<file path="src/core/pps_pkg.sv">
// constants and types shared by the predefined protocol sequencer
package pps_pkg;

  // ----------------------------------------------------------------
  // clock and timer base
  // ----------------------------------------------------------------
  localparam int CLK_HZ = 25000000;
  localparam int TIMER_UNIT_MS = 500;
  localparam int UNIT_CYCLES = TIMER_UNIT_MS * (CLK_HZ / 1000);
  localparam int TICK_W = 24;
  localparam int TMR_W = 16;
  localparam int ALIVE_W = 20;

  // ----------------------------------------------------------------
  // packet storage
  // ----------------------------------------------------------------
  localparam int MAX_PKTS = 16;
  localparam int PKT_BYTES = 8;
  localparam int FIFO_DEPTH = 16;
  localparam int FIFO_WIDTH = 9;
  localparam logic [4:0] MAX_PKTS_5 = 5'h10;
  localparam logic [3:0] PKT_BYTES_4 = 4'h8;
  localparam logic [4:0] MATCH_NONE = 5'h00;

  // ----------------------------------------------------------------
  // failure codes
  // ----------------------------------------------------------------
  localparam logic [15:0] ERR_NONE = 16'h0000;
  localparam logic [15:0] ERR_SEND_TIMEOUT = 16'h0001;
  localparam logic [15:0] ERR_RECV_TIMEOUT = 16'h0002;
  localparam logic [15:0] ERR_ALIVE = 16'h0003;
  localparam logic [15:0] ERR_BAD_TYPE = 16'h0004;

  // ----------------------------------------------------------------
  // types
  // ----------------------------------------------------------------
  typedef enum logic [1:0] {
    PPS_TYPE_NONE = 2'h0,
    PPS_TYPE_SEND = 2'h1,
    PPS_TYPE_RECV = 2'h2,
    PPS_TYPE_SENDRECV = 2'h3
  } pps_type_e;

  typedef enum logic [2:0] {
    PPS_S_IDLE = 3'h0,
    PPS_S_SEND = 3'h1,
    PPS_S_SEND_WAIT = 3'h2,
    PPS_S_RECV = 3'h3
  } pps_state_e;

  typedef enum logic [1:0] {
    PPS_C_CLOSED = 2'h0,
    PPS_C_OPENING = 2'h1,
    PPS_C_OPEN = 2'h2
  } pps_conn_e;

endpackage

</file>
<file path="src/core/pps_sequencer.sv">
// predefined protocol sequencer with its receive fifo
// What this block does
// - send-only transmits the selected packet exactly once and then finishes.
// - receive-only finishes normally only when incoming data equal a registered expected packet.
// - frames that match no registered packet are dropped and the wait goes on.
// - bytes marked variable in an expected packet are accepted without checking.
// - at most sixteen expected packets take part in one receive.
// - packets are compared in registration order and the first match ends it.
// - the matched packet number goes to the control data and to the buffer location.
// - send-then-receive enters the receive wait only after a normal send finish.
// - no match before the receive wait time runs out ends the instruction abnormally.
// - no sign of the peer within the alive-check time ends the instruction abnormally.
// - a send timeout in send-then-receive ends abnormally instead of waiting to receive.
// - every abnormal end leaves a failure code for the controller to read.
// - a started passive open cannot be withdrawn; close is honoured only once open.
`timescale 1ns/10ps

module pps_fifo #(
  parameter int WIDTH = 9,
  parameter int DEPTH = 16
) (
  input wire logic clk_i,
  input wire logic rst_b_i,
  input wire logic in_valid_i,
  input wire logic [WIDTH-1:0] in_data_i,
  output logic in_ready_o,
  output logic out_valid_o,
  output logic [WIDTH-1:0] out_data_o,
  input wire logic out_ready_i
);
  localparam int AW = $clog2(DEPTH);
  localparam int CW = $clog2(DEPTH + 1);

  logic [WIDTH-1:0] mem [DEPTH];
  logic [AW-1:0] wr_ptr;
  logic [AW-1:0] rd_ptr;
  logic [CW-1:0] count;
  logic [CW-1:0] next_count;
  wire push = in_valid_i & in_ready_o;
  wire pop = out_valid_o & out_ready_i;

  assign next_count = count + CW'(push) - CW'(pop);
  assign out_data_o = mem[rd_ptr];

  always_ff @(posedge clk_i) begin
    if (push) begin
      mem[wr_ptr] <= in_data_i;
    end
  end

  always_ff @(posedge clk_i or negedge rst_b_i) begin
    if (!rst_b_i) begin
      wr_ptr <= '0;
      rd_ptr <= '0;
      count <= '0;
      in_ready_o <= 1'b0;
      out_valid_o <= 1'b0;
    end else begin
      wr_ptr <= wr_ptr + AW'(push);
      rd_ptr <= rd_ptr + AW'(pop);
      count <= next_count;
      in_ready_o <= next_count != CW'(DEPTH);
      out_valid_o <= next_count != '0;
    end
  end
endmodule // pps_fifo

module pps_sequencer #(
  parameter int UNIT_CYCLES = pps_pkg::UNIT_CYCLES
) (
  input wire logic clk_i,
  input wire logic rst_b_i,
  input wire logic start_i,
  input wire logic [1:0] comm_type_i,
  input wire logic [3:0] tx_len_i,
  input wire logic [15:0] wait_time_i,
  input wire logic [15:0] alive_start_i,
  input wire logic [15:0] alive_interval_i,
  input wire logic [3:0] alive_retry_i,
  input wire logic [4:0] exp_count_i,
  input wire logic cfg_wr_i,
  input wire logic cfg_tx_i,
  input wire logic [3:0] cfg_sel_i,
  input wire logic [2:0] cfg_pos_i,
  input wire logic [7:0] cfg_byte_i,
  input wire logic cfg_var_i,
  input wire logic exp_len_wr_i,
  input wire logic [3:0] exp_len_i,
  output logic tx_valid_o,
  output logic [7:0] tx_data_o,
  output logic tx_last_o,
  input wire logic tx_ready_i,
  input wire logic tx_sent_i,
  input wire logic tx_timeout_i,
  input wire logic rx_valid_i,
  input wire logic [7:0] rx_data_i,
  input wire logic rx_last_i,
  output logic rx_ready_o,
  input wire logic peer_alive_i,
  input wire logic open_req_i,
  input wire logic close_req_i,
  input wire logic peer_conn_i,
  output logic open_busy_o,
  output logic conn_open_o,
  output logic busy_o,
  output logic done_o,
  output logic fail_o,
  output logic [15:0] err_code_o,
  output logic [4:0] ctl_match_o,
  output logic [4:0] buf_match_o
);
  // ----------------------------------------------------------------
  // storage and state
  // ----------------------------------------------------------------
  logic [7:0] tx_mem [pps_pkg::PKT_BYTES];
  logic [7:0] exp_mem [pps_pkg::MAX_PKTS][pps_pkg::PKT_BYTES];
  logic [7:0] exp_var [pps_pkg::MAX_PKTS];
  logic [3:0] exp_len [pps_pkg::MAX_PKTS];
  pps_pkg::pps_state_e state, next_state;
  pps_pkg::pps_type_e typ;
  pps_pkg::pps_conn_e conn, next_conn;
  logic [3:0] tx_len_q;
  logic [2:0] tx_idx;
  logic [4:0] cnt_q;
  logic [3:0] pos;
  logic [15:0] live;
  logic [15:0] byte_ok;
  logic [15:0] frame_hit;
  logic [pps_pkg::TICK_W-1:0] presc;
  logic [pps_pkg::TMR_W-1:0] wait_cnt, wait_limit;
  logic [pps_pkg::ALIVE_W-1:0] alive_cnt, alive_limit;
  logic fin_ok, fin_fail;
  logic [15:0] next_err;
  logic f_valid, f_last;
  logic [7:0] f_data;

  function automatic logic [4:0] first_hit(input logic [15:0] m);
    logic [4:0] r;
    r = pps_pkg::MATCH_NONE;
    for (int k = pps_pkg::MAX_PKTS - 1; k >= 0; k--) begin
      if (m[k]) begin
        r = 5'(k + 1);
      end
    end
    return r;
  endfunction

  // ----------------------------------------------------------------
  // receive fifo
  // ----------------------------------------------------------------
  wire rx_pop = f_valid & (state == pps_pkg::PPS_S_RECV);
  wire frame_end = rx_pop & f_last;

  pps_fifo #(
    .WIDTH(pps_pkg::FIFO_WIDTH),
    .DEPTH(pps_pkg::FIFO_DEPTH)
  ) u_rx_fifo (
    .clk_i(clk_i),
    .rst_b_i(rst_b_i),
    .in_valid_i(rx_valid_i),
    .in_data_i({rx_last_i, rx_data_i}),
    .in_ready_o(rx_ready_o),
    .out_valid_o(f_valid),
    .out_data_o({f_last, f_data}),
    .out_ready_i(rx_pop)
  );

  // ----------------------------------------------------------------
  // matcher
  // ----------------------------------------------------------------
  generate
    for (genvar k = 0; k < pps_pkg::MAX_PKTS; k++) begin : g_cmp
      assign byte_ok[k] = (pos < exp_len[k]) &&
        (exp_var[k][pos[2:0]] || exp_mem[k][pos[2:0]] == f_data);
      assign frame_hit[k] = live[k] & byte_ok[k] &&
        (pos + 4'h1 == exp_len[k]) && (5'(k) < cnt_q);
    end
  endgenerate

  wire [4:0] hit_num = first_hit(frame_hit);
  wire matched = frame_end && hit_num != pps_pkg::MATCH_NONE;
  wire tick = presc == pps_pkg::TICK_W'(UNIT_CYCLES - 1);
  wire wait_exp = wait_limit != '0 && wait_cnt >= wait_limit;
  wire alive_exp = alive_limit != '0 && alive_cnt >= alive_limit;
  wire tx_fire = tx_valid_o & tx_ready_i;
  wire start_ok = state == pps_pkg::PPS_S_IDLE && start_i;
  wire enter_send = start_ok && next_state == pps_pkg::PPS_S_SEND;

  // ----------------------------------------------------------------
  // sequence control
  // ----------------------------------------------------------------
  always_comb begin
    next_state = state;
    fin_ok = 1'b0;
    fin_fail = 1'b0;
    next_err = pps_pkg::ERR_NONE;
    case (state)
      pps_pkg::PPS_S_IDLE: begin
        if (start_i) begin
          case (comm_type_i)
            pps_pkg::PPS_TYPE_SEND, pps_pkg::PPS_TYPE_SENDRECV: begin
              next_state = pps_pkg::PPS_S_SEND;
            end
            pps_pkg::PPS_TYPE_RECV: begin
              next_state = pps_pkg::PPS_S_RECV;
            end
            default: begin
              fin_fail = 1'b1;
              next_err = pps_pkg::ERR_BAD_TYPE;
            end
          endcase
        end
      end
      pps_pkg::PPS_S_SEND, pps_pkg::PPS_S_SEND_WAIT: begin
        if (tx_timeout_i) begin
          fin_fail = 1'b1;
          next_err = pps_pkg::ERR_SEND_TIMEOUT;
        end else if (alive_exp) begin
          fin_fail = 1'b1;
          next_err = pps_pkg::ERR_ALIVE;
        end else if (state == pps_pkg::PPS_S_SEND) begin
          if (tx_fire && tx_last_o) begin
            next_state = pps_pkg::PPS_S_SEND_WAIT;
          end
        end else if (tx_sent_i) begin
          if (typ == pps_pkg::PPS_TYPE_SEND) begin
            fin_ok = 1'b1;
          end else begin
            next_state = pps_pkg::PPS_S_RECV;
          end
        end
      end
      pps_pkg::PPS_S_RECV: begin
        if (matched) begin
          fin_ok = 1'b1;
        end else if (wait_exp) begin
          fin_fail = 1'b1;
          next_err = pps_pkg::ERR_RECV_TIMEOUT;
        end else if (alive_exp) begin
          fin_fail = 1'b1;
          next_err = pps_pkg::ERR_ALIVE;
        end
      end
      default: begin
        next_state = pps_pkg::PPS_S_IDLE;
      end
    endcase
    if (fin_ok || fin_fail) begin
      next_state = pps_pkg::PPS_S_IDLE;
    end
  end

  always_ff @(posedge clk_i or negedge rst_b_i) begin
    if (!rst_b_i) begin
      state <= pps_pkg::PPS_S_IDLE;
      typ <= pps_pkg::PPS_TYPE_NONE;
      busy_o <= 1'b0;
      done_o <= 1'b0;
      fail_o <= 1'b0;
      err_code_o <= pps_pkg::ERR_NONE;
    end else begin
      state <= next_state;
      busy_o <= next_state != pps_pkg::PPS_S_IDLE;
      done_o <= fin_ok | fin_fail;
      if (start_ok) begin
        typ <= pps_pkg::pps_type_e'(comm_type_i);
      end
      if (fin_fail) begin
        fail_o <= 1'b1;
        err_code_o <= next_err;
      end else if (start_ok) begin
        fail_o <= 1'b0;
        err_code_o <= pps_pkg::ERR_NONE;
      end
    end
  end

  // ----------------------------------------------------------------
  // settings latched at start
  // ----------------------------------------------------------------
  always_ff @(posedge clk_i or negedge rst_b_i) begin
    if (!rst_b_i) begin
      cnt_q <= '0;
      tx_len_q <= '0;
      wait_limit <= '0;
      alive_limit <= '0;
    end else if (start_ok) begin
      cnt_q <= exp_count_i > pps_pkg::MAX_PKTS_5 ? pps_pkg::MAX_PKTS_5 : exp_count_i;
      tx_len_q <= tx_len_i > pps_pkg::PKT_BYTES_4 ? pps_pkg::PKT_BYTES_4 : tx_len_i;
      wait_limit <= wait_time_i;
      alive_limit <= 20'(alive_start_i) + 20'(alive_interval_i) * 20'(alive_retry_i);
    end
  end

  // ----------------------------------------------------------------
  // packet memories
  // ----------------------------------------------------------------
  always_ff @(posedge clk_i) begin
    if (cfg_wr_i && cfg_tx_i) begin
      tx_mem[cfg_pos_i] <= cfg_byte_i;
    end
    if (cfg_wr_i && !cfg_tx_i) begin
      exp_mem[cfg_sel_i][cfg_pos_i] <= cfg_byte_i;
    end
  end

  always_ff @(posedge clk_i or negedge rst_b_i) begin
    if (!rst_b_i) begin
      exp_var <= '{default: '0};
      exp_len <= '{default: '0};
    end else begin
      if (cfg_wr_i && !cfg_tx_i) begin
        exp_var[cfg_sel_i][cfg_pos_i] <= cfg_var_i;
      end
      if (exp_len_wr_i) begin
        exp_len[cfg_sel_i] <= exp_len_i;
      end
    end
  end

  // ----------------------------------------------------------------
  // transmit
  // ----------------------------------------------------------------
  wire [2:0] tx_sel = enter_send ? 3'h0 : tx_idx;
  wire [3:0] tx_end = enter_send ? (tx_len_i == 4'h0 ? 4'h1 : tx_len_i) : tx_len_q;
  wire tx_load = enter_send || (tx_fire && !tx_last_o && state == pps_pkg::PPS_S_SEND);

  always_ff @(posedge clk_i or negedge rst_b_i) begin
    if (!rst_b_i) begin
      tx_valid_o <= 1'b0;
      tx_data_o <= '0;
      tx_last_o <= 1'b0;
      tx_idx <= '0;
    end else if (tx_load) begin
      tx_valid_o <= 1'b1;
      tx_data_o <= tx_mem[tx_sel];
      tx_last_o <= {1'b0, tx_sel} + 4'h1 >= tx_end;
      tx_idx <= tx_sel + 3'h1;
    end else if (next_state != pps_pkg::PPS_S_SEND || tx_fire) begin
      tx_valid_o <= 1'b0;
      tx_last_o <= 1'b0;
    end
  end

  // ----------------------------------------------------------------
  // frame tracking and match report
  // ----------------------------------------------------------------
  always_ff @(posedge clk_i or negedge rst_b_i) begin
    if (!rst_b_i) begin
      pos <= '0;
      live <= '1;
      ctl_match_o <= pps_pkg::MATCH_NONE;
      buf_match_o <= pps_pkg::MATCH_NONE;
    end else begin
      if (frame_end || state == pps_pkg::PPS_S_IDLE) begin
        pos <= '0;
        live <= '1;
      end else if (rx_pop) begin
        pos <= pos == pps_pkg::PKT_BYTES_4 ? pos : pos + 4'h1;
        live <= live & byte_ok;
      end
      if (start_ok) begin
        ctl_match_o <= pps_pkg::MATCH_NONE;
      end else if (matched && state == pps_pkg::PPS_S_RECV) begin
        ctl_match_o <= hit_num;
        buf_match_o <= hit_num;
      end
    end
  end

  // ----------------------------------------------------------------
  // timers
  // ----------------------------------------------------------------
  always_ff @(posedge clk_i or negedge rst_b_i) begin
    if (!rst_b_i) begin
      presc <= '0;
      wait_cnt <= '0;
      alive_cnt <= '0;
    end else begin
      presc <= (state == pps_pkg::PPS_S_IDLE || tick) ? '0 : presc + 1'b1;
      if (state != pps_pkg::PPS_S_RECV) begin
        wait_cnt <= '0;
      end else if (tick && !wait_exp) begin
        wait_cnt <= wait_cnt + 1'b1;
      end
      if (state == pps_pkg::PPS_S_IDLE || peer_alive_i) begin
        alive_cnt <= '0;
      end else if (tick && !alive_exp) begin
        alive_cnt <= alive_cnt + 1'b1;
      end
    end
  end

  // ----------------------------------------------------------------
  // passive open
  // ----------------------------------------------------------------
  always_comb begin
    next_conn = conn;
    case (conn)
      pps_pkg::PPS_C_CLOSED: begin
        if (open_req_i) begin
          next_conn = pps_pkg::PPS_C_OPENING;
        end
      end
      pps_pkg::PPS_C_OPENING: begin
        if (peer_conn_i) begin
          next_conn = pps_pkg::PPS_C_OPEN;
        end
      end
      pps_pkg::PPS_C_OPEN: begin
        if (close_req_i) begin
          next_conn = pps_pkg::PPS_C_CLOSED;
        end
      end
      default: begin
        next_conn = pps_pkg::PPS_C_CLOSED;
      end
    endcase
  end

  always_ff @(posedge clk_i or negedge rst_b_i) begin
    if (!rst_b_i) begin
      conn <= pps_pkg::PPS_C_CLOSED;
      open_busy_o <= 1'b0;
      conn_open_o <= 1'b0;
    end else begin
      conn <= next_conn;
      open_busy_o <= next_conn == pps_pkg::PPS_C_OPENING;
      conn_open_o <= next_conn == pps_pkg::PPS_C_OPEN;
    end
  end

  // ----------------------------------------------------------------
  // assertions
  // ----------------------------------------------------------------
  property p_send_once;
    @(posedge clk_i) disable iff (!rst_b_i)
      (tx_fire && tx_last_o) |=> !tx_valid_o [*2];
  endproperty
  a_send_once: assert property (p_send_once) else $error("second send");

  property p_recv_match;
    @(posedge clk_i) disable iff (!rst_b_i)
      (done_o && !fail_o && typ != pps_pkg::PPS_TYPE_SEND) |-> $past(frame_end);
  endproperty
  a_recv_match: assert property (p_recv_match) else $error("recv end without frame");

  property p_discard;
    @(posedge clk_i) disable iff (!rst_b_i)
      (frame_end && !matched && !wait_exp && !alive_exp) |=>
        state == pps_pkg::PPS_S_RECV && !done_o && pos == 4'h0;
  endproperty
  a_discard: assert property (p_discard) else $error("unmatched frame ended wait");

  property p_var_skip;
    @(posedge clk_i) disable iff (!rst_b_i)
      (pos < exp_len[0] && exp_var[0][pos[2:0]]) |-> byte_ok[0];
  endproperty
  a_var_skip: assert property (p_var_skip) else $error("variable byte checked");

  property p_max_pkts;
    @(posedge clk_i) disable iff (!rst_b_i)
      cnt_q <= pps_pkg::MAX_PKTS_5 && !(frame_hit[15:0] != '0 && hit_num == 5'h00);
  endproperty
  a_max_pkts: assert property (p_max_pkts) else $error("packet count over limit");

  property p_first;
    @(posedge clk_i) disable iff (!rst_b_i)
      (rx_pop && f_last && frame_hit[0]) |=> ctl_match_o == 5'h01 && done_o;
  endproperty
  a_first: assert property (p_first) else $error("first registered not chosen");

  property p_report;
    @(posedge clk_i) disable iff (!rst_b_i)
      (done_o && !fail_o && typ != pps_pkg::PPS_TYPE_SEND) |->
        ctl_match_o == buf_match_o && ctl_match_o != pps_pkg::MATCH_NONE;
  endproperty
  a_report: assert property (p_report) else $error("match number not stored");

  property p_recv_after_send;
    @(posedge clk_i) disable iff (!rst_b_i)
      (state == pps_pkg::PPS_S_RECV && $past(state) == pps_pkg::PPS_S_SEND_WAIT) |->
        $past(tx_sent_i);
  endproperty
  a_recv_after_send: assert property (p_recv_after_send) else $error("recv before send");

  property p_wait_to;
    @(posedge clk_i) disable iff (!rst_b_i)
      (state == pps_pkg::PPS_S_RECV && wait_exp && !matched) |=>
        done_o && fail_o && err_code_o == pps_pkg::ERR_RECV_TIMEOUT;
  endproperty
  a_wait_to: assert property (p_wait_to) else $error("receive timeout missed");

  property p_alive_to;
    @(posedge clk_i) disable iff (!rst_b_i)
      (state != pps_pkg::PPS_S_IDLE && alive_exp && !matched && !wait_exp && !tx_timeout_i)
        |=> fail_o && err_code_o == pps_pkg::ERR_ALIVE;
  endproperty
  a_alive_to: assert property (p_alive_to) else $error("alive timeout missed");

  property p_send_to;
    @(posedge clk_i) disable iff (!rst_b_i)
      (state inside {pps_pkg::PPS_S_SEND, pps_pkg::PPS_S_SEND_WAIT} && tx_timeout_i) |=>
        state == pps_pkg::PPS_S_IDLE && err_code_o == pps_pkg::ERR_SEND_TIMEOUT;
  endproperty
  a_send_to: assert property (p_send_to) else $error("send timeout missed");

  property p_open_hold;
    @(posedge clk_i) disable iff (!rst_b_i)
      (conn == pps_pkg::PPS_C_OPENING && !peer_conn_i) |=> open_busy_o;
  endproperty
  a_open_hold: assert property (p_open_hold) else $error("open withdrawn");

  property p_wait_tmr;
    @(posedge clk_i) disable iff (!rst_b_i)
      (state != pps_pkg::PPS_S_RECV) |=> wait_cnt == '0;
  endproperty
  a_wait_tmr: assert property (p_wait_tmr) else $error("wait timer ran outside wait");

  property p_done;
    @(posedge clk_i) disable iff (!rst_b_i)
      done_o |-> !busy_o ##1 (!done_o || $past(start_i));
  endproperty
  a_done: assert property (p_done) else $error("done while busy");

  c_send_ok: cover property (@(posedge clk_i) done_o && !fail_o && typ == pps_pkg::PPS_TYPE_SEND);
  c_recv_ok: cover property (@(posedge clk_i) done_o && !fail_o && ctl_match_o > 5'h01);
  c_wait_to: cover property (@(posedge clk_i) done_o && err_code_o == pps_pkg::ERR_RECV_TIMEOUT);
  c_discard: cover property (@(posedge clk_i) frame_end && !matched);
endmodule // pps_sequencer

</file>
<file path="config.mk">
export PLATFORM = sky130hd
export DESIGN_NAME = pps_sequencer
export DESIGN_NICKNAME = d
export VERILOG_FILES = /design/src/core/pps_pkg.sv /design/src/core/pps_sequencer.sv
export SDC_FILE = /design/constraint.sdc
export NUM_CORES = 2
export LEC_CHECK = 0
export ABC_CLOCK_PERIOD_IN_PS = 17500
export BUFFER_PORTS_ARGS = -buffer_cell sky130_fd_sc_hd__buf_4
export CAP_MARGIN = 40
export CORE_UTILIZATION = 35
export CTS_BUF_LIST = sky130_fd_sc_hd__clkbuf_4 sky130_fd_sc_hd__clkbuf_8
export CTS_CLUSTER_SIZE = 25
export DETAILED_ROUTE_END_ITERATION = 6
export PLACE_DENSITY = 0.54
export SYNTH_ARGS = -nofsm -noshare
export SYNTH_HDL_FRONTEND = slang
export SYNTH_SLANG_ARGS = --single-unit
</file>
<file path="constraint.sdc">
create_clock -name clk_i -period 17.5 [get_ports clk_i]
set_input_delay 0.875 -clock clk_i [delete_from_list [all_inputs] [get_ports clk_i]]
set_output_delay 0.875 -clock clk_i [all_outputs]
set_load 0.02 [all_outputs]
</file>
==> parameters.txt <==
Parameter                              Value

Outcome
  Run status ... finished, final reports clean

STA
  Worst Slack Setup Final ... 10.57 ns
  Aggregate negative setup slack ... 0 ns
  Unrepaired setup endpoints after global routing ... no
  Final hold violation count ... 0
  Transition time of the tightest slew-check pin ... 1.069 ns
  Remaining max-slew budget at the tightest pin ... 28.75%
  Clock Skew ... 0.07163 ns
  Timing-limited maximum frequency ... 144.3 MHz
  Final Critical Period ... 6.931 ns
  Final worst path period share ... 39.61%
  Final setup violation count ... 0
  Max-slew violation count ... 0

Setup path
  Data required time at the worst endpoint ... 18.35 ns
  Type of element launching the critical path ... flop
  Biggest fanout along the worst timing path ... 93
  Crit-path max cell delay ... 0.75 ns
  Startpoint-to-endpoint class of the critical path ... reg -> reg
  Cell chain of the critical path ... buf_12 > buf_4 > buf_4 > mux4_2 > mux2i_1 > a21oi_1 > o22ai_1 > nor4_2 > o21ai_2 > o21ai_0 > or4_1 > or4_1 > a21o_1 > o21ai_4 > nand2b_4 > a41o_1
  Worst Path Arrival ... 7.79 ns
  Cell type of the slowest stage on the worst timing path ... sky130_fd_sc_hd__buf_4
  CP Capture Type ... flop

Clocking
  Clock tree root buffer cell ... sky130_fd_sc_hd__clkbuf_8
  Sinks on Clock Net ... 1602
  Inserted Clock Buffers ... 290
  CTS HTree Levels ... 5
  CTS tree ... built
  Maximum root-to-sink buffer count ... 4
  Clock transition at the registers of the reported paths ... 0.06 ns
  Worst skew pair latency ... 1.01 ns

Power
  Pwr Density ... 121.3 nW/um^2
  Post-route total power ... 9962 uW
  Max IR drop VDD ... 0.00006971 V
  Pleak ... 0.03037 uW

Layout
  Final standard cell area without fillers ... 82130 sq um
  Post-Route Utilization ... 41.01%
  Count of nets after finishing ... 5113
  Synth-to-layout area growth ... 16.19%
  Proportion of layout cells with a drive suffix above 1 ... 28.85%

Logic synthesis
  Post-synthesis cell area ... 70690 sq um
  Mean instance size in the synthesized netlist ... 16.21 sq um
  Post-synthesis sequential area ratio ... 65.46%
  Number of distinct library cells after synthesis ... 85
  Post-synth EDFFs ... 1232
  Most common flop cell mapped by yosys ... sky130_fd_sc_hd__edfxtp_1
  Number of warnings issued by yosys ... 0
  Async set-or-reset flop fraction in the synthesized netlist ... 23.10%
  Number of register bits inferred by synthesis ... 1602
  Number of instances in the synthesized netlist ... 4362

Floorplan
  Starting utilization of the core area ... 35.30%
  Die area ... 203800 sq um
  FP Rows ... 164
  Die Span X ... 451.4 microns
  Floorplan core area ... 200300 sq um
  IO Pins ... 148
  Floorplan die height ... 451.4 microns

Place
  Final GP Congestion ... 0.7909
  Total cell area at the placement stage ... 76280 sq um
  # port buffers ... 134
  HPWL Detailed ... 120.4 mm
  Post-Place Setup Slack ... 10.59 ns

Drt
  Number of iterations in the first detailed-routing pass ... 5
  Detail-routed via count per cell ... 5.219
  Detail Route Antenna Nets ... 0
  WL per Instance ... 24.57 microns
  WL final ... 188.9 mm
  Via total after detailed routing ... 40120
  Iteration-0 DRC Markers ... 3417
  Number of remaining DRC errors ... 0

GRT
  GRT overflow ... 0
  Number of global-route vias before repair ... 41360
  Wire length of the first global-routing pass ... 278.7 mm
  Tot GR Track Use ... 18.52%
  Largest net degree at the start of global routing ... 122
  Number of antenna violations at the first check in global routing ... 10

Flow run
  Number of max-cap violations ... 0

Worst hold path
  Path class of the lowest-slack min-delay path ... in -> reg
==> where the power goes <==
group | internal, uW | total [uW] | leakage, uW | switching, uW
Sequential | 4300 | 4430 | 0.0159 | 138
Combinational | 785 | 1950 | 0.0114 | 1160
Clock | 2040 | 3580 | 0.00308 | 1540
==> routing by layer <==
metal  track usage, %  wire, microns  vias up
met5                0             15        -
met4            6.843           6142        4
met3            4.146          12410      361
met2            29.20          88480     1231
met1            25.03          81820    20840
li1                 -              -    17690
==> placed cells by master, fill, tap and decap left out, drive strengths merged, types with 10 or more instances in the layout <==
| cell | count |
|---|---|
| clkinv | 54 |
| o21ai | 151 |
| nand2 | 183 |
| or3 | 53 |
| nand4 | 52 |
| mux2i | 128 |
| conb | 14 |
| dfrtp | 354 |
| or4 | 10 |
| mux2 | 218 |
| nand3 | 77 |
| edfxtp | 1232 |
| a22oi | 16 |
| nor2b | 36 |
| o21a | 21 |
| nor4 | 29 |
| o22ai | 16 |
| inv | 163 |
| buf | 360 |
| nand2b | 29 |
| and3 | 30 |
| nor3 | 47 |
| a21o | 36 |
| xor2 | 100 |
| and2 | 35 |
| clkbuf | 430 |
| dfstp | 16 |
| ha | 147 |
| a21oi | 87 |
| mux4 | 333 |
| a22o | 18 |
| nor2 | 299 |
| fa | 44 |
| xnor2 | 70 |
==> layout make-up <==
| type | instances | area (sq um) |
|---|---|---|
| fillers | 18280 | 118100 |
| flip-flops and latches | 1602 | 46280 |
| multi-input cells | 2397 | 22870 |
| clock buffers | 430 | 5293 |
| well taps | 2656 | 3323 |
| repair buffers | 362 | 3208 |
| inverters | 163 | 619.3 |
| clock inverters | 68 | 515.5 |
| diodes | 9 | 22.52 |
==> critical path, delay by kind of cell (launching register included) <==
kind / cells / cell delay [ns]
buf+inv: 3 / 1.96
flops: 1 / 0.47
compound gates: 7 / 2.11
simple gates: 4 / 1.20
mux: 2 / 0.80
==> final timing paths <==
path | to | slack (ns) | from | depth (start not counted)
worst max register to register | err_code_o[2] | 10.57 | pos[0] | 16
max in group asynchronous | exp_var[22] | 14.82 | rst_b_i | 4
worst min-delay path | wait_limit[14] | 0.12 | wait_time_i[14] | 3
worst max-delay path | err_code_o[2] | 10.57 | pos[0] | 16
worst min register to register | tx_data_o[6] | 0.47 | tx_mem[0][6] | 2
min in group asynchronous | exp_var[117] | 0.49 | rst_b_i | 2
==> flip-flops by register name, summed over array words and instances (netlist names), 20 cells and up <==
name and count:
exp_var 128, u_rx_fifo.mem 144, alive_cnt 20, alive_limit 20, exp_len 64, exp_mem 1024
tx_mem 64, presc 24
==> cells in the mapped netlist, types with 8 or more instances <==
library cell | count | area share [%]
sky130_fd_sc_hd__and3b_1 | 8 | 0.099
sky130_fd_sc_hd__o22ai_1 | 16 | 0.14
sky130_fd_sc_hd__mux2_2 | 218 | 3.5
sky130_fd_sc_hd__or3_1 | 53 | 0.47
sky130_fd_sc_hd__and3_1 | 30 | 0.27
sky130_fd_sc_hd__nor2b_1 | 36 | 0.32
sky130_fd_sc_hd__a22oi_2 | 12 | 0.21
sky130_fd_sc_hd__clkbuf_1 | 109 | 0.58
sky130_fd_sc_hd__mux4_2 | 331 | 11
sky130_fd_sc_hd__mux2i_1 | 128 | 1.8
sky130_fd_sc_hd__buf_2 | 55 | 0.39
sky130_fd_sc_hd__inv_1 | 162 | 0.86
sky130_fd_sc_hd__edfxtp_1 | 1232 | 52
sky130_fd_sc_hd__nand4_1 | 52 | 0.46
sky130_fd_sc_hd__nor2_1 | 299 | 1.6
sky130_fd_sc_hd__xor2_1 | 99 | 1.2
sky130_fd_sc_hd__buf_1 | 12 | 0.064
sky130_fd_sc_hd__nor3_1 | 47 | 0.33
sky130_fd_sc_hd__or4_1 | 10 | 0.11
sky130_fd_sc_hd__ha_1 | 147 | 2.6
sky130_fd_sc_hd__nand2_1 | 178 | 0.95
sky130_fd_sc_hd__a21o_1 | 36 | 0.38
sky130_fd_sc_hd__and2_1 | 33 | 0.29
sky130_fd_sc_hd__o21bai_1 | 9 | 0.096
sky130_fd_sc_hd__a21oi_1 | 87 | 0.62
sky130_fd_sc_hd__o21ai_0 | 144 | 1.0
sky130_fd_sc_hd__dfstp_2 | 16 | 0.59
sky130_fd_sc_hd__fa_1 | 44 | 1.2
sky130_fd_sc_hd__buf_6 | 9 | 0.14
sky130_fd_sc_hd__nand3_1 | 77 | 0.55
sky130_fd_sc_hd__xnor2_1 | 70 | 0.87
sky130_fd_sc_hd__a22o_1 | 18 | 0.22
sky130_fd_sc_hd__nand2b_1 | 27 | 0.24
sky130_fd_sc_hd__buf_4 | 26 | 0.28
sky130_fd_sc_hd__nor4_1 | 29 | 0.26
sky130_fd_sc_hd__dfrtp_1 | 354 | 13
sky130_fd_sc_hd__o21a_1 | 21 | 0.22
sky130_fd_sc_hd__a221oi_1 | 8 | 0.099
==> stage by stage <==
stage / hold WS, ns / cells
finish: 0.1228 / 7687
global route: 0.06122 / 7685
global placement: 0.4597 / 7023
floorplan: 0.4395 / 4375
detailed placement: 0.4727 / 7178
CTS: 0.01656 / 7677
==> cell families after synthesis <==
| kind of cell | after synthesis | share of synthesized area [%] |
|---|---|---|
| compound gates | 425 | 3.922 |
| xor+xnor | 170 | 2.117 |
| fa+ha+maj | 191 | 3.848 |
| buf+inv | 376 | 2.374 |
| flops | 1602 | 65.46 |
| mux | 679 | 15.90 |
| other cells | 1 | 0.005305 |
| simple gates | 918 | 6.368 |
==> timing repair <==
item                                    CTS  global route
endpoints found under the setup margin    0             0
setup buffers                             0             0
gates resized for setup                   0             0
hold buffers                              1             0
hold endpoints to repair                 64             0
(Power assumes the default switching activity.)
